==> config.mk <==
export PLATFORM = sky130hd
export DESIGN_NAME = vq_notify_init_ctrl
export DESIGN_NICKNAME = d
export VERILOG_FILES = /design/src/vq_ctl_pkg.sv /design/src/vq_ctl_if.sv /design/src/vq_status_keeper.sv /design/src/vq_notify_decoder.sv /design/src/vq_notify_init_ctrl.sv
export SDC_FILE = /design/constraint.sdc
export NUM_CORES = 1
export LEC_CHECK = 0
export BUFFER_PORTS_ARGS = -buffer_cell sky130_fd_sc_hd__buf_4
export CAP_MARGIN = 20
export CORE_UTILIZATION = 50
export CTS_CLUSTER_DIAMETER = 80
export DETAILED_ROUTE_END_ITERATION = 10
export GPL_TIMING_DRIVEN = 0
export PLACE_DENSITY = 0.72
export SYNTH_ARGS = -nofsm -noshare
export SYNTH_HDL_FRONTEND = slang
export SYNTH_SLANG_ARGS = --single-unit
==> constraint.sdc <==
create_clock -name CLOCK_I -period 2.3 [get_ports CLOCK_I]
set_clock_uncertainty 0.15 [all_clocks]
set_input_delay 0.345 -clock CLOCK_I [delete_from_list [all_inputs] [get_ports CLOCK_I]]
set_output_delay 0.345 -clock CLOCK_I [all_outputs]
set_load 0.005 [all_outputs]
==> src/vq_ctl_pkg.sv <==
// constants shared by the notification and init-status block
// assumes a 32-bit AXI4-Lite register bus with byte addresses
package vq_ctl_pkg;
  localparam int          ADDR_W       = 8;
  // register byte offsets
  localparam logic [7:0]  OFF_STATUS   = 8'h00;
  localparam logic [7:0]  OFF_DEV_FEAT = 8'h04;
  localparam logic [7:0]  OFF_DRV_FEAT = 8'h08;
  localparam logic [7:0]  OFF_CTRL     = 8'h0c;
  localparam logic [7:0]  OFF_NOTIFY   = 8'h10;
  localparam logic [7:0]  OFF_CFG      = 8'h14;
  localparam logic [7:0]  OFF_SHM      = 8'h18;
  localparam logic [7:0]  OFF_EXPORT   = 8'h1c;
  localparam logic [7:0]  OFF_UUID0    = 8'h20;
  localparam logic [7:0]  OFF_UUID1    = 8'h24;
  localparam logic [7:0]  OFF_UUID2    = 8'h28;
  localparam logic [7:0]  OFF_UUID3    = 8'h2c;
  localparam logic [7:0]  OFF_DROPS    = 8'h30;
  // status bits
  localparam int          ST_ACK       = 0;
  localparam int          ST_DRV       = 1;
  localparam int          ST_LIVE      = 2;
  localparam int          ST_FOK       = 3;
  localparam int          ST_FAIL      = 7;
  localparam logic [7:0]  ST_WMASK     = 8'h8f;
  localparam logic [7:0]  RST_STATUS   = 8'h00;
  // control bits
  localparam int          CT_LEGACY    = 0;
  localparam int          CT_MUTE      = 1;
  // feature bits
  localparam int          FT_NDATA     = 0;
  localparam int          FT_PACKED    = 1;
  // notification word layout
  localparam int          NF_Q_LSB     = 0;
  localparam int          NF_Q_W       = 16;
  localparam int          NF_OFF_LSB   = 16;
  localparam int          NF_OFF_W     = 15;
  localparam int          NF_WRAP      = 31;
  // random identifier layout
  localparam int          UU_VER_LSB   = 76;
  localparam int          UU_VAR_LSB   = 62;
  localparam logic [3:0]  UU_VER       = 4'h4;
  localparam logic [1:0]  UU_VAR       = 2'h2;
  localparam logic [127:0] LFSR_SEED   = 128'h0123_4567_89ab_cdef_fedc_ba98_7654_3211;
  // bus answers
  localparam logic [1:0]  RESP_OKAY    = 2'h0;
  localparam logic [1:0]  RESP_SLVERR  = 2'h2;
endpackage : vq_ctl_pkg

==> src/vq_ctl_if.sv <==
// internal carrier between register core, status keeper and notify decoder
// assumes all three parties sit on one clock
interface vq_ctl_if;
  logic        st_wr;
  logic [7:0]  st_wdata;
  logic        feat_good;
  logic        legacy;
  logic [7:0]  status;
  logic        dev_rst;
  logic        nt_wr;
  logic [31:0] nt_word;
  logic        ndata;
  logic        packed_ring;
  logic        nt_valid;
  logic [15:0] nt_queue;
  logic [14:0] nt_off;
  logic        nt_wrap;
  logic        nt_data;
  logic        nt_packed;
  logic        nt_repeat;
  modport core (output st_wr, st_wdata, feat_good, legacy, nt_wr, nt_word, ndata, packed_ring,
                input  status, dev_rst, nt_valid, nt_queue, nt_off, nt_wrap, nt_data,
                       nt_packed, nt_repeat);
  modport stat (input  st_wr, st_wdata, feat_good, legacy, output status, dev_rst);
  modport ntf  (input  nt_wr, nt_word, ndata, packed_ring, dev_rst,
                output nt_valid, nt_queue, nt_off, nt_wrap, nt_data, nt_packed, nt_repeat);
endinterface : vq_ctl_if

==> src/vq_status_keeper.sv <==
// device status field: staged init flags and device reset
// assumes write strobes come from the register core on the same clock
module vq_status_keeper
  import vq_ctl_pkg::*;
(
  // clock and reset
  input wire logic CLOCK_I,
  input wire logic RST_N_I,
  // carrier
  vq_ctl_if.stat   c
);
  logic [7:0] st_d;
  logic       rst_d;

  always_comb begin
    st_d  = c.status;
    rst_d = 1'b0;
    if (c.st_wr) begin
      if (c.st_wdata == 8'h00) begin
        st_d  = RST_STATUS;
        rst_d = 1'b1;
      end else begin
        st_d = c.status | (c.st_wdata & ST_WMASK);
        // unsupported subset or legacy: acceptance stays as it was
        if (!c.feat_good || c.legacy) begin
          st_d[ST_FOK] = c.status[ST_FOK];
        end
        // a given-up device is never made live
        if (c.status[ST_FAIL] || c.st_wdata[ST_FAIL]) begin
          st_d[ST_LIVE] = c.status[ST_LIVE];
        end
      end
    end
  end

  always_ff @(posedge CLOCK_I) begin
    if (!RST_N_I) begin
      c.status  <= RST_STATUS;
      c.dev_rst <= 1'b0;
    end else begin
      c.status  <= st_d;
      c.dev_rst <= rst_d;
    end
  end

  property p_fok_guard;
    @(posedge CLOCK_I) disable iff (!RST_N_I)
    c.st_wr && !c.feat_good && !c.status[ST_FOK] |=> !c.status[ST_FOK];
  endproperty
  a_fok_guard: assert property (p_fok_guard) else $error("acceptance set for bad subset");

  property p_dev_reset;
    @(posedge CLOCK_I) disable iff (!RST_N_I)
    c.st_wr && (c.st_wdata == 8'h00) |=> (c.status == 8'h00) && c.dev_rst ##1 !c.dev_rst;
  endproperty
  a_dev_reset: assert property (p_dev_reset) else $error("status not cleared by reset");
endmodule : vq_status_keeper

==> src/vq_notify_decoder.sv <==
// decodes available-buffer notification words into queue, offset, wrap
// assumes the register core only forwards notifications it accepted
module vq_notify_decoder
  import vq_ctl_pkg::*;
(
  // clock and reset
  input wire logic CLOCK_I,
  input wire logic RST_N_I,
  // carrier
  vq_ctl_if.ntf    c
);
  logic        valid_d;
  logic [15:0] queue_d;
  logic [14:0] off_d;
  logic        wrap_d;
  logic        data_d;
  logic        packed_d;
  logic        repeat_d;
  logic        seen_q;
  logic        seen_d;

  always_comb begin
    valid_d  = c.nt_wr;
    queue_d  = c.nt_queue;
    off_d    = c.nt_off;
    wrap_d   = c.nt_wrap;
    data_d   = c.nt_data;
    packed_d = c.nt_packed;
    repeat_d = 1'b0;
    seen_d   = seen_q && !c.dev_rst;
    if (c.nt_wr) begin
      queue_d  = c.nt_word[NF_Q_LSB +: NF_Q_W];
      data_d   = c.ndata;
      packed_d = c.packed_ring;
      off_d    = 15'h0000;
      wrap_d   = 1'b0;
      if (c.ndata) begin
        // split: low avail index bits and bit 15; packed: slot and wrap counter
        off_d  = c.nt_word[NF_OFF_LSB +: NF_OFF_W];
        wrap_d = c.nt_word[NF_WRAP];
      end
      // nothing new offered: same payload again, accepted and marked
      repeat_d = seen_q && (queue_d == c.nt_queue) && (off_d == c.nt_off)
                 && (wrap_d == c.nt_wrap);
      seen_d   = 1'b1;
    end
  end

  always_ff @(posedge CLOCK_I) begin
    if (!RST_N_I) begin
      c.nt_valid  <= 1'b0;
      c.nt_queue  <= 16'h0000;
      c.nt_off    <= 15'h0000;
      c.nt_wrap   <= 1'b0;
      c.nt_data   <= 1'b0;
      c.nt_packed <= 1'b0;
      c.nt_repeat <= 1'b0;
      seen_q      <= 1'b0;
    end else begin
      c.nt_valid  <= valid_d;
      c.nt_queue  <= queue_d;
      c.nt_off    <= off_d;
      c.nt_wrap   <= wrap_d;
      c.nt_data   <= data_d;
      c.nt_packed <= packed_d;
      c.nt_repeat <= repeat_d;
      seen_q      <= seen_d;
    end
  end

  property p_bare_notify;
    @(posedge CLOCK_I) disable iff (!RST_N_I)
    c.nt_wr && !c.ndata |=> c.nt_valid && c.nt_off == 15'h0000 && !c.nt_wrap && !c.nt_data;
  endproperty
  a_bare_notify: assert property (p_bare_notify) else $error("payload leaked without feature");

  property p_split_index;
    @(posedge CLOCK_I) disable iff (!RST_N_I)
    c.nt_wr && c.ndata |=> {c.nt_wrap, c.nt_off} == $past(c.nt_word[31:16]);
  endproperty
  a_split_index: assert property (p_split_index) else $error("offset or wrap misdecoded");

  property p_repeat;
    @(posedge CLOCK_I) disable iff (!RST_N_I)
    c.nt_wr && c.ndata && seen_q && c.nt_word[15:0] == c.nt_queue
      && c.nt_word[31:16] == {c.nt_wrap, c.nt_off} |=> c.nt_repeat && c.nt_valid;
  endproperty
  a_repeat: assert property (p_repeat) else $error("repeat notify not flagged");
endmodule : vq_notify_decoder

==> src/vq_notify_init_ctrl.sv <==
// top: AXI4-Lite register slave, used/available notification paths, status
// assumes USED_DONE_I comes from device logic on CLOCK_I
//
// Design decisions made here: the AXI4-Lite slave port and the address map.
module vq_notify_init_ctrl
  import vq_ctl_pkg::*;
#(
  parameter logic [31:0] DEV_FEATURES = 32'h0000_0003,
  parameter logic [31:0] SHM_SIZE     = 32'h0001_0000
) (
  // clock and reset
  input  wire logic              CLOCK_I,
  input  wire logic              RST_N_I,
  // axi4-lite write
  input  wire logic [ADDR_W-1:0] AXI_AWADDR_I,
  input  wire logic              AXI_AWVALID_I,
  output logic                   AXI_AWREADY_O,
  input  wire logic [31:0]       AXI_WDATA_I,
  input  wire logic [3:0]        AXI_WSTRB_I,
  input  wire logic              AXI_WVALID_I,
  output logic                   AXI_WREADY_O,
  output logic [1:0]             AXI_BRESP_O,
  output logic                   AXI_BVALID_O,
  input  wire logic              AXI_BREADY_I,
  // axi4-lite read
  input  wire logic [ADDR_W-1:0] AXI_ARADDR_I,
  input  wire logic              AXI_ARVALID_I,
  output logic                   AXI_ARREADY_O,
  output logic [31:0]            AXI_RDATA_O,
  output logic [1:0]             AXI_RRESP_O,
  output logic                   AXI_RVALID_O,
  input  wire logic              AXI_RREADY_I,
  // used-buffer path
  input  wire logic              USED_DONE_I,
  output logic                   USED_NOTIFY_O,
  // available-buffer notification
  output logic                   NOTIFY_VALID_O,
  output logic [15:0]            NOTIFY_QUEUE_O,
  output logic [14:0]            NOTIFY_OFF_O,
  output logic                   NOTIFY_WRAP_O,
  output logic                   NOTIFY_DATA_O,
  output logic                   NOTIFY_PACKED_O,
  output logic                   NOTIFY_REPEAT_O,
  // device state
  output logic                   LIVE_O,
  output logic                   DEV_RESET_O,
  output logic [31:0]            CFG_O,
  output logic [31:0]            SHM_OFF_O,
  output logic                   SHM_OFF_OK_O
);
  vq_ctl_if c ();

  logic              aw_full_q, aw_full_d, w_full_q, w_full_d;
  logic              aw_rdy_q, aw_rdy_d, w_rdy_q, w_rdy_d;
  logic [ADDR_W-1:0] awaddr_q, awaddr_d;
  logic [31:0]       wdata_q, wdata_d;
  logic [3:0]        wstrb_q, wstrb_d;
  logic              bvalid_q, bvalid_d, rvalid_q, rvalid_d, ar_rdy_q, ar_rdy_d;
  logic [1:0]        bresp_q, bresp_d, rresp_q, rresp_d;
  logic [31:0]       rdata_q, rdata_d, rd_word;
  logic              rd_ok, do_wr, wr_ok;
  logic [1:0]        ctrl_q, ctrl_d;
  logic [31:0]       drv_feat_q, drv_feat_d, cfg_q, cfg_d, shm_q, shm_d;
  logic [31:0]       drops_q, drops_d;
  logic [127:0]      uuid_q, uuid_d, lfsr_q, lfsr_d;
  logic              used_q, used_d, shm_ok_q, shm_ok_d;
  logic              live, legacy;

  function automatic logic [31:0] merge(input logic [31:0] old, input logic [31:0] nw,
                                        input logic [3:0] be);
    logic [31:0] r;
    r = old;
    for (int i = 0; i < 4; i++) begin
      if (be[i]) begin
        r[8*i +: 8] = nw[8*i +: 8];
      end
    end
    return r;
  endfunction : merge

  function automatic logic wr_hit(input logic [ADDR_W-1:0] a, input logic [7:0] off);
    return a == off;
  endfunction : wr_hit

  vq_status_keeper u_status (
    .CLOCK_I (CLOCK_I),
    .RST_N_I (RST_N_I),
    .c       (c.stat)
  );

  vq_notify_decoder u_notify (
    .CLOCK_I (CLOCK_I),
    .RST_N_I (RST_N_I),
    .c       (c.ntf)
  );

  assign live   = c.status[ST_LIVE];
  assign legacy = ctrl_q[CT_LEGACY];
  assign do_wr  = aw_full_q && w_full_q && !bvalid_q;

  always_comb begin
    wr_ok = 1'b1;
    unique case (awaddr_q)
      OFF_STATUS, OFF_DRV_FEAT, OFF_CTRL, OFF_NOTIFY, OFF_CFG, OFF_SHM, OFF_EXPORT: wr_ok = 1'b1;
      default: wr_ok = 1'b0;
    endcase
  end

  always_comb begin
    rd_ok   = 1'b1;
    rd_word = 32'h0000_0000;
    unique case (AXI_ARADDR_I)
      OFF_STATUS:   rd_word = {24'h00_0000, c.status};
      OFF_DEV_FEAT: rd_word = DEV_FEATURES;
      OFF_DRV_FEAT: rd_word = drv_feat_q;
      OFF_CTRL:     rd_word = {30'h0, ctrl_q};
      OFF_CFG:      rd_word = cfg_q;
      OFF_SHM:      rd_word = shm_q;
      OFF_UUID0:    rd_word = uuid_q[31:0];
      OFF_UUID1:    rd_word = uuid_q[63:32];
      OFF_UUID2:    rd_word = uuid_q[95:64];
      OFF_UUID3:    rd_word = uuid_q[127:96];
      OFF_DROPS:    rd_word = drops_q;
      default:      rd_ok   = 1'b0;
    endcase
  end

  // bus handshake group
  always_comb begin
    aw_full_d = aw_full_q;
    w_full_d  = w_full_q;
    awaddr_d  = awaddr_q;
    wdata_d   = wdata_q;
    wstrb_d   = wstrb_q;
    bvalid_d  = bvalid_q;
    bresp_d   = bresp_q;
    rvalid_d  = rvalid_q;
    rdata_d   = rdata_q;
    rresp_d   = rresp_q;
    if (AXI_AWVALID_I && aw_rdy_q) begin
      aw_full_d = 1'b1;
      awaddr_d  = AXI_AWADDR_I;
    end
    if (AXI_WVALID_I && w_rdy_q) begin
      w_full_d = 1'b1;
      wdata_d  = AXI_WDATA_I;
      wstrb_d  = AXI_WSTRB_I;
    end
    if (AXI_BREADY_I && bvalid_q) begin
      bvalid_d = 1'b0;
    end
    if (do_wr) begin
      aw_full_d = 1'b0;
      w_full_d  = 1'b0;
      bvalid_d  = 1'b1;
      bresp_d   = wr_ok ? RESP_OKAY : RESP_SLVERR;
    end
    if (AXI_RREADY_I && rvalid_q) begin
      rvalid_d = 1'b0;
    end
    if (AXI_ARVALID_I && ar_rdy_q) begin
      rvalid_d = 1'b1;
      rdata_d  = rd_word;
      rresp_d  = rd_ok ? RESP_OKAY : RESP_SLVERR;
    end
    aw_rdy_d = !aw_full_d;
    w_rdy_d  = !w_full_d;
    ar_rdy_d = !rvalid_d;
  end

  always_ff @(posedge CLOCK_I) begin
    if (!RST_N_I) begin
      aw_full_q <= 1'b0;
      w_full_q  <= 1'b0;
      aw_rdy_q  <= 1'b1;
      w_rdy_q   <= 1'b1;
      ar_rdy_q  <= 1'b1;
      awaddr_q  <= '0;
      wdata_q   <= 32'h0000_0000;
      wstrb_q   <= 4'h0;
      bvalid_q  <= 1'b0;
      bresp_q   <= RESP_OKAY;
      rvalid_q  <= 1'b0;
      rdata_q   <= 32'h0000_0000;
      rresp_q   <= RESP_OKAY;
    end else begin
      aw_full_q <= aw_full_d;
      w_full_q  <= w_full_d;
      aw_rdy_q  <= aw_rdy_d;
      w_rdy_q   <= w_rdy_d;
      ar_rdy_q  <= ar_rdy_d;
      awaddr_q  <= awaddr_d;
      wdata_q   <= wdata_d;
      wstrb_q   <= wstrb_d;
      bvalid_q  <= bvalid_d;
      bresp_q   <= bresp_d;
      rvalid_q  <= rvalid_d;
      rdata_q   <= rdata_d;
      rresp_q   <= rresp_d;
    end
  end

  // register group
  always_comb begin
    c.st_wr       = do_wr && wr_hit(awaddr_q, OFF_STATUS);
    c.st_wdata    = wdata_q[7:0];
    c.feat_good   = (drv_feat_q & ~DEV_FEATURES) == 32'h0000_0000;
    c.legacy      = legacy;
    c.ndata       = drv_feat_q[FT_NDATA];
    c.packed_ring = drv_feat_q[FT_PACKED];
    c.nt_word     = wdata_q;
    // modern queues stay dead until live; legacy may use them early
    c.nt_wr       = do_wr && wr_hit(awaddr_q, OFF_NOTIFY) && (live || legacy);
    ctrl_d        = ctrl_q;
    drv_feat_d    = drv_feat_q;
    cfg_d         = cfg_q;
    shm_d         = shm_q;
    uuid_d        = uuid_q;
    drops_d       = drops_q;
    lfsr_d        = {lfsr_q[126:0], lfsr_q[127] ^ lfsr_q[125] ^ lfsr_q[100] ^ lfsr_q[98]};
    if (do_wr && wr_hit(awaddr_q, OFF_CTRL)) begin
      ctrl_d = 2'(merge({30'h0, ctrl_q}, wdata_q, wstrb_q));
    end
    // feature set frozen once accepted
    if (do_wr && wr_hit(awaddr_q, OFF_DRV_FEAT) && !c.status[ST_FOK]) begin
      drv_feat_d = merge(drv_feat_q, wdata_q, wstrb_q);
    end
    // modern drivers only write config after acceptance
    if (do_wr && wr_hit(awaddr_q, OFF_CFG) && (legacy || c.status[ST_FOK])) begin
      cfg_d = merge(cfg_q, wdata_q, wstrb_q);
    end
    // region is addressed relative to its start, never absolute
    if (do_wr && wr_hit(awaddr_q, OFF_SHM)) begin
      shm_d = merge(shm_q, wdata_q, wstrb_q);
    end
    if (do_wr && wr_hit(awaddr_q, OFF_EXPORT)) begin
      uuid_d = lfsr_q;
      uuid_d[UU_VER_LSB +: 4] = UU_VER;
      uuid_d[UU_VAR_LSB +: 2] = UU_VAR;
    end
    if (do_wr && wr_hit(awaddr_q, OFF_NOTIFY) && !(live || legacy)) begin
      drops_d = drops_q + 32'h0000_0001;
    end
    if (c.dev_rst) begin
      drv_feat_d = 32'h0000_0000;
      shm_d      = 32'h0000_0000;
    end
    // one data-cache region only; offsets past its size are flagged
    shm_ok_d = shm_q < SHM_SIZE;
    used_d   = USED_DONE_I && live && !ctrl_q[CT_MUTE];
  end

  always_ff @(posedge CLOCK_I) begin
    if (!RST_N_I) begin
      ctrl_q     <= 2'h0;
      drv_feat_q <= 32'h0000_0000;
      cfg_q      <= 32'h0000_0000;
      shm_q      <= 32'h0000_0000;
      uuid_q     <= 128'h0;
      lfsr_q     <= LFSR_SEED;
      drops_q    <= 32'h0000_0000;
      used_q     <= 1'b0;
      shm_ok_q   <= 1'b0;
    end else begin
      ctrl_q     <= ctrl_d;
      drv_feat_q <= drv_feat_d;
      cfg_q      <= cfg_d;
      shm_q      <= shm_d;
      uuid_q     <= uuid_d;
      lfsr_q     <= lfsr_d;
      drops_q    <= drops_d;
      used_q     <= used_d;
      shm_ok_q   <= shm_ok_d;
    end
  end

  assign AXI_AWREADY_O   = aw_rdy_q;
  assign AXI_WREADY_O    = w_rdy_q;
  assign AXI_BVALID_O    = bvalid_q;
  assign AXI_BRESP_O     = bresp_q;
  assign AXI_ARREADY_O   = ar_rdy_q;
  assign AXI_RVALID_O    = rvalid_q;
  assign AXI_RDATA_O     = rdata_q;
  assign AXI_RRESP_O     = rresp_q;
  assign USED_NOTIFY_O   = used_q;
  assign NOTIFY_VALID_O  = c.nt_valid;
  assign NOTIFY_QUEUE_O  = c.nt_queue;
  assign NOTIFY_OFF_O    = c.nt_off;
  assign NOTIFY_WRAP_O   = c.nt_wrap;
  assign NOTIFY_DATA_O   = c.nt_data;
  assign NOTIFY_PACKED_O = c.nt_packed;
  assign NOTIFY_REPEAT_O = c.nt_repeat;
  assign LIVE_O          = c.status[ST_LIVE];
  assign DEV_RESET_O     = c.dev_rst;
  assign CFG_O           = cfg_q;
  assign SHM_OFF_O       = shm_q;
  assign SHM_OFF_OK_O    = shm_ok_q;

  property p_used_notify;
    @(posedge CLOCK_I) disable iff (!RST_N_I)
    USED_DONE_I && LIVE_O && !ctrl_q[CT_MUTE] |=> USED_NOTIFY_O;
  endproperty
  a_used_notify: assert property (p_used_notify) else $error("used notify missing");

  property p_used_muted;
    @(posedge CLOCK_I) disable iff (!RST_N_I)
    USED_NOTIFY_O |-> $past(USED_DONE_I) && !$past(ctrl_q[CT_MUTE]);
  endproperty
  a_used_muted: assert property (p_used_muted) else $error("notify while muted");

  property p_not_live_drop;
    @(posedge CLOCK_I) disable iff (!RST_N_I)
    do_wr && awaddr_q == OFF_NOTIFY && !LIVE_O && !legacy |=> !NOTIFY_VALID_O;
  endproperty
  a_not_live_drop: assert property (p_not_live_drop) else $error("notify before live");

  property p_legacy_use;
    @(posedge CLOCK_I) disable iff (!RST_N_I)
    do_wr && awaddr_q == OFF_NOTIFY && legacy |=> NOTIFY_VALID_O;
  endproperty
  a_legacy_use: assert property (p_legacy_use) else $error("legacy notify refused");

  property p_feat_frozen;
    @(posedge CLOCK_I) disable iff (!RST_N_I)
    c.status[ST_FOK] && !c.dev_rst |=> $stable(drv_feat_q);
  endproperty
  a_feat_frozen: assert property (p_feat_frozen) else $error("features changed after accept");

  property p_cfg_guard;
    @(posedge CLOCK_I) disable iff (!RST_N_I)
    !legacy && !c.status[ST_FOK] |=> $stable(cfg_q);
  endproperty
  a_cfg_guard: assert property (p_cfg_guard) else $error("config written early");

  property p_uuid_version;
    @(posedge CLOCK_I) disable iff (!RST_N_I)
    do_wr && awaddr_q == OFF_EXPORT |=> uuid_q[79:76] == 4'h4 && uuid_q[63:62] == 2'h2;
  endproperty
  a_uuid_version: assert property (p_uuid_version) else $error("identifier not version 4");

  property p_reset_not_live;
    @(posedge CLOCK_I) disable iff (!RST_N_I)
    DEV_RESET_O |-> !LIVE_O ##1 (!LIVE_O && drv_feat_q == 32'h0000_0000);
  endproperty
  a_reset_not_live: assert property (p_reset_not_live) else $error("live after reset");

  property p_bus_answer;
    @(posedge CLOCK_I) disable iff (!RST_N_I)
    AXI_ARVALID_I && AXI_ARREADY_O |=> AXI_RVALID_O;
  endproperty
  a_bus_answer: assert property (p_bus_answer) else $error("read answer late");
endmodule : vq_notify_init_ctrl

==> impl_metrics.py, run 1 <==
metrics = {
    "sta": {
        "setup_tns_ns": -14.21,
        "min_period_ns": 2.50,
        "rsz0062_at_grt": "true",
        "fin_crit_sh_pct": 109,
        "fmax_mhz": 400,
        "maxSlewHeadroom_pct": 22.1,
        "finalSetupViolCount": 237,
        "worst_pin_slew_ns": 1.17,
        "whs_ns": 0.0554,
        "hold_viol": 0,
        "setup_slack_ns": -0.201,
        "slew_violations": 0,
    },
    "global_route": {
        "grt_pass1_wl_mm": 125,
        "grt_pass1_vias": 19000,
        "top_usage_layer": "met2",
        "grtUsageMet3_pct": 7.86,
        "grt.overflow.total": 0,
        "grt_antenna_before_repair": 1,
        "track_usage_pct": 42.0,
        "use_met1_pct": 57.7,
        "grt_max_degree": 15,
        "use_met2_pct": 63.3,
    },
    "clocking": {
        "ctsHtreeMaxLevel": 2,
        "cts.sinks": 511,
        "cts_tree": "built",
        "cts.clk_slew.worst_paths_ns": 0.06,
        "root_buffer": "clkbuf_16",
        "cts_made_buffers": 51,
        "insertion_delay_ns": 0.62,
        "clock_path_buffers": 3,
    },
    "place": {
        "dpl_worst_slack_ns": -1.16,
        "gp_congestion": 0.998,
        "portBuffers": 197,
        "dp.final_hpwl_mm": 61.2,
        "placed_cell_area_um2": 22000,
    },
    "power": {
        "p_total_mw": 18.9,
        "p_leak_nw": 10.7,
        "powerDensity_nw_per_um2": 690,
        "peakVddDrop_mv": 0.755,
    },
    "floorplanning": {
        "io_pins": 205,
        "die_y_um": 201,
        "fp-row-count": 72,
        "die_w_um": 201,
        "fp.coreArea_um2": 38900,
        "start_util_pct": 51.1,
        "die-area_um2": 40600,
    },
    "final_layout": {
        "finalInstanceArea_um2": 27400,
        "nets": 2749,
        "fillerInstances": 2847,
        "synthToLayoutAreaGrowth_pct": 37.8,
        "drive_gt1_share_pct": 30.1,
    },
    "hold_path": {
        "holdPathEnd": "awaddr_q[0]",
        "hold_start": "AXI_AWVALID_I",
        "holdPathStages": 3,
        "hp-class": "in2reg",
    },
    "worst_setup_path": {
        "startpoint_type": "flip-flop",
        "r2r_slack_ns": -0.20,
        "cp_max_fo": 6,
        "arrival_ns": 2.86,
        "crit_type": "reg2reg",
        "r2r-end": "uuid_q[66]",
        "crit_required_ns": 2.66,
        "r2r-start": "awaddr_q[1]",
        "end_kind": "flip-flop",
        "r2r_cells": 10,
    },
    "yosys": {
        "synth_area_leader_cell": "dfxtp_1",
        "ys_seq_area_share_pct": 51.4,
        "synth.top_cell.area_share_pct": 51.4,
        "synth.area.top_cells": "dfxtp_1, nand2_1, a21oi_1",
        "yosysWarnings": 0,
        "synth_edf_count": 0,
        "synth_cells": 2324,
        "synth_area_um2": 19900,
        "ys_ff_latch": 511,
        "ys.flop_type": "dfxtp_1",
        "syn_area_per_cell_um2": 8.56,
        "synth_cell_types": 76,
        "async_flop_share_pct": 0,
    },
    "run": {
        "maxCapViolations": 0,
    },
    "route": {
        "routed_via_density": 6.23,
        "drt_iter0_drc": 2300,
        "vias": 20300,
        "drc_errors": 0,
        "wirelength_mm": 89.2,
        "wl_per_cell_um": 27.5,
        "drtPass1Iterations": 8,
        "ant_nets": 0,
    },
    "status": {
        "violations": "setup timing",
        "status": "finished with violations",
    },
}
## state kept, by name, indices dropped and copies added, names as in the netlist, 15 cells and up
signal               count
SHM_OFF_O               32
uuid_q                 123
AXI_RDATA_O             32
u_notify.c.nt_queue     16
CFG_O                   32
drops_q                 32
lfsr_q                 128
c.nt_word               32
drv_feat_q              32
u_notify.c.nt_off       15
## through the flow
stage	instances	utilization [%]
after global routing	3247	70.4
after global placement	3040	56.6
after detailed placement	3041	56.6
after floorplan	2325	-
after CTS	3240	67.7
final	3250	70.4
## layout make-up
| type | instances | area, µm² | share of cell area (%) |
|---|---|---|---|
| sequential | 511 | 10200 | 37.3 |
| tap | 518 | 648 | 2.36 |
| timing repair buffer | 324 | 2990 | 10.9 |
| clock inverter | 20 | 200 | 0.730 |
| buffer | 155 | 1130 | 4.13 |
| antenna | 3 | 7.51 | 0.0274 |
| inverter | 22 | 82.6 | 0.301 |
| clock buffer | 74 | 1490 | 5.45 |
| multi-input combinational | 1623 | 10600 | 38.7 |
## per-layer routing
layer / vias up / routed length, µm
li1: 8722 / -
met3: 273 / 9320
met2: 1325 / 38900
met5: - / 0
met4: 0 / 4840
met1: 9939 / 36200
## where the power goes
part	switching (mW)	internal, mW
logic	0.740	0.391
registers	0.233	9.03
clock network	3.67	4.86
total	4.64	14.3
## synthesized netlist by cell type (6+ instances only)
| library cell | n |
|---|---|
| buf_4 | 12 |
| a221oi_1 | 10 |
| xor2_1 | 20 |
| o22ai_1 | 13 |
| nor2_1 | 97 |
| nand4_1 | 18 |
| a22o_1 | 22 |
| o21ai_0 | 39 |
| a2bb2oi_1 | 6 |
| a21oi_1 | 286 |
| nor2b_1 | 8 |
| inv_1 | 21 |
| o21ai_1 | 10 |
| nor3_1 | 17 |
| mux2i_1 | 58 |
| a22oi_1 | 46 |
| a32oi_1 | 7 |
| and2_1 | 70 |
| buf_2 | 24 |
| nand3_1 | 80 |
| xnor2_1 | 19 |
| o2bb2ai_1 | 7 |
| nor4_1 | 25 |
| mux2_2 | 12 |
| a222oi_1 | 7 |
| clkbuf_1 | 128 |
| and4_1 | 6 |
| nand2_1 | 544 |
| and3b_1 | 6 |
| dfxtp_1 | 511 |
| nand2b_1 | 69 |
| and3_1 | 15 |
| or3_1 | 16 |
## critical path, cell delays in order (launching register included)
cell     delay [ns]
dfxtp_2        0.32
or4_4          0.59
nor4_4         0.21
buf_4          0.17
and3_4         0.23
buf_12         0.15
buf_16         0.15
buf_12         0.11
buf_12         0.12
nand2_1        0.07
a21oi_1        0.15
## cells by family after synthesis
group                    synth area share [%]
AND/OR/NAND/NOR                          23.9
flip-flops                               51.4
AO/OA/AOI/OAI                            15.3
buffers and inverters                    3.98
multiplexers                             3.60
XOR/XNOR                                 1.72
adder cells (fa/ha/maj)                0.0629
other                                  0.0188
## placed cells by master (no fill, tap or decap), types with 20 or more instances in the layout
cell type,n
clkbuf_1,87
nor4_1,22
nor2_1,92
nand2b_1,69
dlygate4sd3_1,53
buf_12,29
a22o_1,22
a22oi_1,46
buf_4,225
nand2_1,368
o21ai_0,28
clkbuf_16,62
a21oi_2,127
inv_1,21
a21oi_1,159
clkbuf_2,20
and2_1,69
nand3_1,66
nand2_4,89
nand2_2,87
dfxtp_1,505
buf_6,22
buf_2,20
mux2i_1,58
## how the worst max path moves through the flow
stage                          startpoint               to
after floorplan           AXI_ARADDR_I[1]  AXI_RDATA_O[10]
after global placement    AXI_ARADDR_I[2]  AXI_RDATA_O[13]
after detailed placement  AXI_ARADDR_I[2]  AXI_RDATA_O[13]
after CTS                     awaddr_q[6]       uuid_q[91]
after global routing          awaddr_q[4]       uuid_q[66]
final                         awaddr_q[1]       uuid_q[66]
## what timing repair did
action | CTS | global route
endpoints found under the hold margin | 48 | 0
buffers inserted | 44 | 15
gates resized for setup | 361 | 319
hold buffers | 53 | 0
endpoints found under the setup margin | 329 | 297
pin swaps | 146 | 170
gates cloned | 19 | 5
No activity file was read; power rests on OpenSTA's default activity.
==> run 2, diff against run 1 <==
- CELL_PAD_IN_SITES_DETAIL_PLACEMENT: not set -> 2
- CELL_PAD_IN_SITES_GLOBAL_PLACEMENT: not set -> 2
- CORE_UTILIZATION: 50 -> 32
- PLACE_DENSITY: 0.72 -> not set
- PLACE_DENSITY_LB_ADDON: not set -> 0.1
==> run 2 against run 1 <==
The flow still finishes with violations (setup timing). Hold slack better by 0.016 ns. Clock power grew 20%. Final cell count grew 11%. Die area up 56%. Total power grew 9.3%. Sequential share of layout area shrank 1.7 points. Count of clock-buffer cells in the layout rose by 10. Critical path type is now in2reg. Highest routed layer unchanged.
==> impl_metrics.py, run 2 (synthesis results as in run 1) <==
metrics = {
    "status": {
        "status": "finished with violations",
        "violations": "setup timing",
    },
    "final_layout": {
        "final_cell_mix": "dfxtp_1, nand2_1, buf_4",
        "final_common_cell": "dfxtp_1",
        "largest_reg_flops": 128,
        "top_regs": "lfsr_q (128), uuid_q (123)",
        "regMostFlops": "lfsr_q",
        "synthToLayoutAreaGrowth_pct": 44.6,
        "drive_gt1_share_pct": 32.6,
        "post_layout_nonfiller_instances": 3593,
        "finalInstanceArea_um2": 28800,
        "nets": 2767,
    },
    "worst_setup_path": {
        "crit_end": "uuid_q[64]",
        "crit_cells": 6,
        "r2r_slack_ns": -0.25,
        "slowest_delay_ns": 0.87,
        "arrival_ns": 2.90,
        "r2r-start": "awaddr_q[1]",
        "cp_common_cell": "clkbuf_1",
        "r2r-end": "drops_q[29]",
        "startpoint_type": "input pin",
        "crit_path_top_delay_cell": "clkbuf_1",
        "cp_max_fo": 10,
        "worstSetupStartpoint": "RST_N_I",
        "end_kind": "flip-flop",
        "cp_cell_sequence": "clkbuf_1 -> buf_8 -> inv_2 -> clkbuf_1 -> buf_1 -> a21oi_1",
        "r2r_cells": 7,
        "cpLargestDelayFamily": "buffers and inverters",
        "critical_path_buf_inv_count": 5,
        "crit_type": "in2reg",
        "crit_required_ns": 2.64,
    },
    "sta": {
        "whs_ns": 0.0717,
        "fmax_mhz": 391,
        "maxSlewHeadroom_pct": 18.6,
        "slew_violations": 0,
        "worst_pin_slew_ns": 1.22,
        "setup_slack_ns": -0.259,
        "hold_viol": 0,
        "min_period_ns": 2.56,
        "fin_crit_sh_pct": 111,
        "finalSetupViolCount": 193,
        "setup_tns_ns": -19.01,
        "rsz0062_at_grt": "true",
    },
    "place": {
        "portBuffers": 197,
        "gp_congestion": 0.972,
        "dp.final_hpwl_mm": 78.3,
        "place_inst": 3364,
        "placed_cell_area_um2": 22500,
    },
    "global_route": {
        "grt_max_degree": 18,
        "track_usage_pct": 32.4,
        "grt_pass1_vias": 20500,
        "grt_antenna_before_repair": 3,
        "grt.overflow.total": 0,
        "grt_pass1_wl_mm": 147,
    },
    "route": {
        "wirelength_mm": 109,
        "ant_nets": 0,
        "drt_iter0_drc": 1284,
        "routed_via_density": 5.52,
        "wl_per_cell_um": 30.3,
        "drtPass1Iterations": 6,
        "vias": 19800,
        "drc_errors": 0,
    },
    "floorplanning": {
        "die_y_um": 251,
        "fp-row-count": 91,
        "fp.coreArea_um2": 61600,
        "io_pins": 205,
        "die_w_um": 251,
        "start_util_pct": 32.3,
        "die-area_um2": 63200,
    },
    "clocking": {
        "clock_path_buffers": 3,
        "cts_made_buffers": 59,
        "ctsHtreeMaxLevel": 2,
        "cts_tree": "built",
        "cts.clk_slew.worst_paths_ns": 0.06,
        "insertion_delay_ns": 0.66,
        "root_buffer": "clkbuf_16",
        "cts.sinks": 511,
    },
    "power": {
        "powerDensity_nw_per_um2": 719,
        "p_leak_nw": 11.2,
        "p_total_mw": 20.7,
        "peakVddDrop_mv": 0.608,
    },
    "run": {
        "maxCapViolations": 0,
    },
    "hold_path": {
        "hp-class": "in2reg",
    },
}
==> run 2: area by class of cell <==
cell class	instances	area (µm²)
Fill cell	6443	32800
Multi-Input combinational cell	1623	10900
Sequential cell	511	10200
Timing Repair Buffer	336	3270
Clock buffer	84	1710
Buffer	153	1100
Tap cell	837	1050
Clock inverter	26	379
Inverter	22	82.6
Antenna cell	1	2.50
==> run 2: power by group <==
group / internal (mW) / switching [mW] / leakage [nW]
registers: 9.04 / 0.269 / 4.16
logic: 0.421 / 0.756 / 5.99
clock network: 6.00 / 4.20 / 1.03
==> run 2: routing by layer <==
metal | wire length [µm] | part of all wire [%] | vias up | track usage, %
met5 | 0 | 0 | - | 0
met1 | 47300 | 44 | 10300 | 42.8
li1 | - | - | 8766 | -
met3 | 5490 | 5.0 | 181 | 4.07
met2 | 51900 | 48 | 615 | 54.6
met4 | 4070 | 3.7 | 0 | 10.4
==> run 2: through the flow <==
step                      util, %  worst slack [ns]
after detailed placement     36.5             -1.13
after floorplan                 -            0.0925
final                        46.7            -0.259
after global routing         46.7            -0.309
after global placement       36.4             -1.46
after CTS                    43.3            -0.237
==> run 2: worst min path at each step <==
stage,from,to,slack (ns),cells past startpoint
6_report,AXI_ARADDR_I[6],AXI_RDATA_O[23],0.07,3
4_1_cts,AXI_ARADDR_I[6],AXI_RDATA_O[23],0.03,3
2_1_floorplan,lfsr_q[62],lfsr_q[63],0.24,1
3_5_place_dp,lfsr_q[78],lfsr_q[79],0.25,1
3_3_place_gp,lfsr_q[63],lfsr_q[64],0.24,1
5_1_grt,AXI_ARADDR_I[6],AXI_RDATA_O[23],0.08,3
==> run 2: what timing repair did <==
action,4_1_cts,5_1_grt
setup endpoints to repair,339,316
pin swaps,102,210
gates cloned,8,15
gates resized for setup,268,512
endpoints found under the hold margin,48,0
buffers inserted,42,17
hold buffers,55,0
==> run 2: worst register-to-register path, stage by stage, from the launching register on <==
cell	delay (ns)
dfxtp_4	0.35
or4_4	0.56
buf_6	0.15
nor3_4	0.20
buf_12	0.15
nand4_1	0.19
or4_1	0.53
a21oi_1	0.16
==> run 3, diff against run 2 <==
- CORE_UTILIZATION: 32 -> 34
- REMOVE_ABC_BUFFERS: not set -> 1
- clock period: 2.3 -> 3.3 ns (I/O delays scaled with it)
==> run 3 against run 2 <==
The run now ends clean. Non-clock buffer count down 213. Combinational power down 46%. Routed wire length down 25%. Critical path depth down 1. Via count down 8.5%. Count of clock-buffer cells in the layout down 4. Critical path type is now reg2reg. Largest power group unchanged.
==> impl_metrics.py, run 3 (synthesis results as in run 1) <==
metrics = {
    "power": {
        "peakVddDrop_mv": 0.390,
        "p_leak_nw": 9.28,
        "powerDensity_nw_per_um2": 570,
        "p_total_mw": 14.1,
    },
    "worst_setup_path": {
        "cp_max_fo": 14,
        "startpoint_type": "flip-flop",
        "slowest_delay_ns": 0.61,
        "crit_required_ns": 3.67,
        "critical_path_buf_inv_count": 0,
        "cp_cell_sequence": "nor4_4 -> and4_1 -> nand4_1 -> or3_1 -> a21oi_1",
        "cpLargestDelayFamily": "simple AND/OR/NAND/NOR gates",
        "r2r_slack_ns": 0.19,
        "arrival_ns": 3.48,
        "end_kind": "flip-flop",
        "crit_path_top_delay_cell": "dfxtp_1",
        "crit_type": "reg2reg",
        "r2r_cells": 5,
        "r2r-start": "awaddr_q[2]",
        "r2r-end": "drops_q[30]",
    },
    "hold_path": {
        "holdPathEnd": "c.nt_word[22]",
        "hp-class": "in2reg",
        "hold_start": "AXI_WDATA_I[22]",
        "holdPathStages": 3,
    },
    "final_layout": {
        "largest_reg_flops": 128,
        "synthToLayoutAreaGrowth_pct": 24.4,
        "regMostFlops": "lfsr_q",
        "fillerInstances": 6259,
        "regArea_um2": 10200,
        "top_regs": "lfsr_q (128), uuid_q (123)",
        "final_common_cell": "nand2_1",
        "fin_util_pct": 42.8,
        "finalInstanceArea_um2": 24700,
        "nets": 2553,
        "final_cell_mix": "nand2_1, dfxtp_1, a21oi_1",
        "multiInputGateArea_um2": 8980,
        "drive_gt1_share_pct": 15.1,
    },
    "global_route": {
        "grt_pass1_vias": 19200,
        "track_usage_pct": 27.0,
        "grt_max_degree": 150,
        "grt_antenna_before_repair": 0,
        "grt_pass1_wl_mm": 122,
        "grt.overflow.total": 0,
    },
    "place": {
        "portBuffers": 202,
        "placed_cell_area_um2": 22200,
        "dp.final_hpwl_mm": 55.9,
        "gp_congestion": 0.867,
    },
    "clocking": {
        "root_buffer": "clkbuf_16",
        "ctsHtreeMaxLevel": 2,
        "cts.clk_slew.worst_paths_ns": 0.06,
        "cts.sinks": 511,
        "clock_path_buffers": 3,
        "cts_tree": "built",
        "cts_made_buffers": 57,
        "insertion_delay_ns": 0.62,
    },
    "sta": {
        "maxSlewHeadroom_pct": 25.4,
        "fin_crit_sh_pct": 94.1,
        "fmax_mhz": 322,
        "whs_ns": 0.0144,
        "slew_violations": 0,
        "hold_viol": 0,
        "worst_pin_slew_ns": 1.12,
        "setup_tns_ns": 0,
        "rsz0062_at_grt": "false",
        "finalSetupViolCount": 0,
        "min_period_ns": 3.11,
    },
    "route": {
        "ant_nets": 0,
        "vias": 18200,
        "wl_per_cell_um": 24.7,
        "routed_via_density": 5.50,
        "topRoutingLayerUsed": "met4",
        "m1WireLength_mm": 36.4,
        "dr_wl_met3_mm": 3.40,
        "wl_met2_mm": 39.3,
        "drt_iter0_drc": 935,
        "drc_errors": 0,
        "wirelength_mm": 81.5,
        "drtPass1Iterations": 5,
    },
    "floorplanning": {
        "die_w_um": 244,
        "fp-row-count": 88,
        "fp.coreArea_um2": 57800,
        "io_pins": 205,
        "start_util_pct": 34.4,
        "die-area_um2": 59500,
        "die_y_um": 244,
    },
    "status": {
        "status": "completed",
    },
    "run": {
        "maxCapViolations": 0,
    },
}
-- run 3: how the worst max path moves through the flow --
stage,startpoint,endpoint,slack (ns),cells past startpoint
2_1_floorplan,awaddr_q[0],uuid_q[0],-1.16,5
3_3_place_gp,RST_N_I,AXI_RDATA_O[23],-6.09,5
3_5_place_dp,AXI_ARADDR_I[1],AXI_RDATA_O[30],-0.28,6
4_1_cts,awaddr_q[2],drops_q[29],0.03,5
5_1_grt,awaddr_q[0],uuid_q[94],0.09,7
6_report,awaddr_q[2],drops_q[30],0.19,5
-- run 3: through the flow --
| stage | instances | worst slack, ns |
|---|---|---|
| after floorplan | 2156 | -1.16 |
| after global placement | 3123 | -6.09 |
| after detailed placement | 3149 | -0.279 |
| after CTS | 3293 | 0.0263 |
| after global routing | 3301 | 0.0927 |
| final | 3302 | 0.195 |
-- run 3: layout make-up --
| type | count | share of cell area (%) |
|---|---|---|
| sequential | 511 | 41.3 |
| multi-input combinational | 1624 | 36.3 |
| timing repair buffer | 276 | 9.79 |
| clock buffer | 80 | 6.85 |
| tap | 765 | 3.87 |
| clock inverter | 23 | 1.50 |
| inverter | 22 | 0.364 |
| antenna | 1 | 0.0101 |
-- run 3: report_power, final --
| part | total [mW] | internal [mW] | switching, mW | leakage (nW) |
|---|---|---|---|---|
| clock network | 7.01 | 4.34 | 2.67 | 1.03 |
| logic | 0.642 | 0.237 | 0.405 | 4.10 |
| registers | 6.44 | 6.30 | 0.147 | 4.16 |
-- run 3: routing by layer --
layer,track usage (%),vias up
met5,0,-
met4,8.66,0
met3,3.06,128
met2,45.9,443
met1,35.7,9282
li1,-,8301
-- run 3: timing repair --
| item | in CTS | in global routing |
|---|---|---|
| endpoints found under the setup margin | 1 | 15 |
| resized for setup | 0 | 1 |
| setup buffers | 3 | 6 |
| gates cloned | 1 | 0 |
| hold buffers | 37 | 0 |
| pin swaps | 2 | 2 |
| endpoints found under the hold margin | 37 | 0 |
-- run 3: worst reg2reg max path: cells and delay by family, from the launching register on --
family / cells / cell delay [ns]
simple gates: 4 / 2.09
compound gates: 1 / 0.17
flops: 1 / 0.61
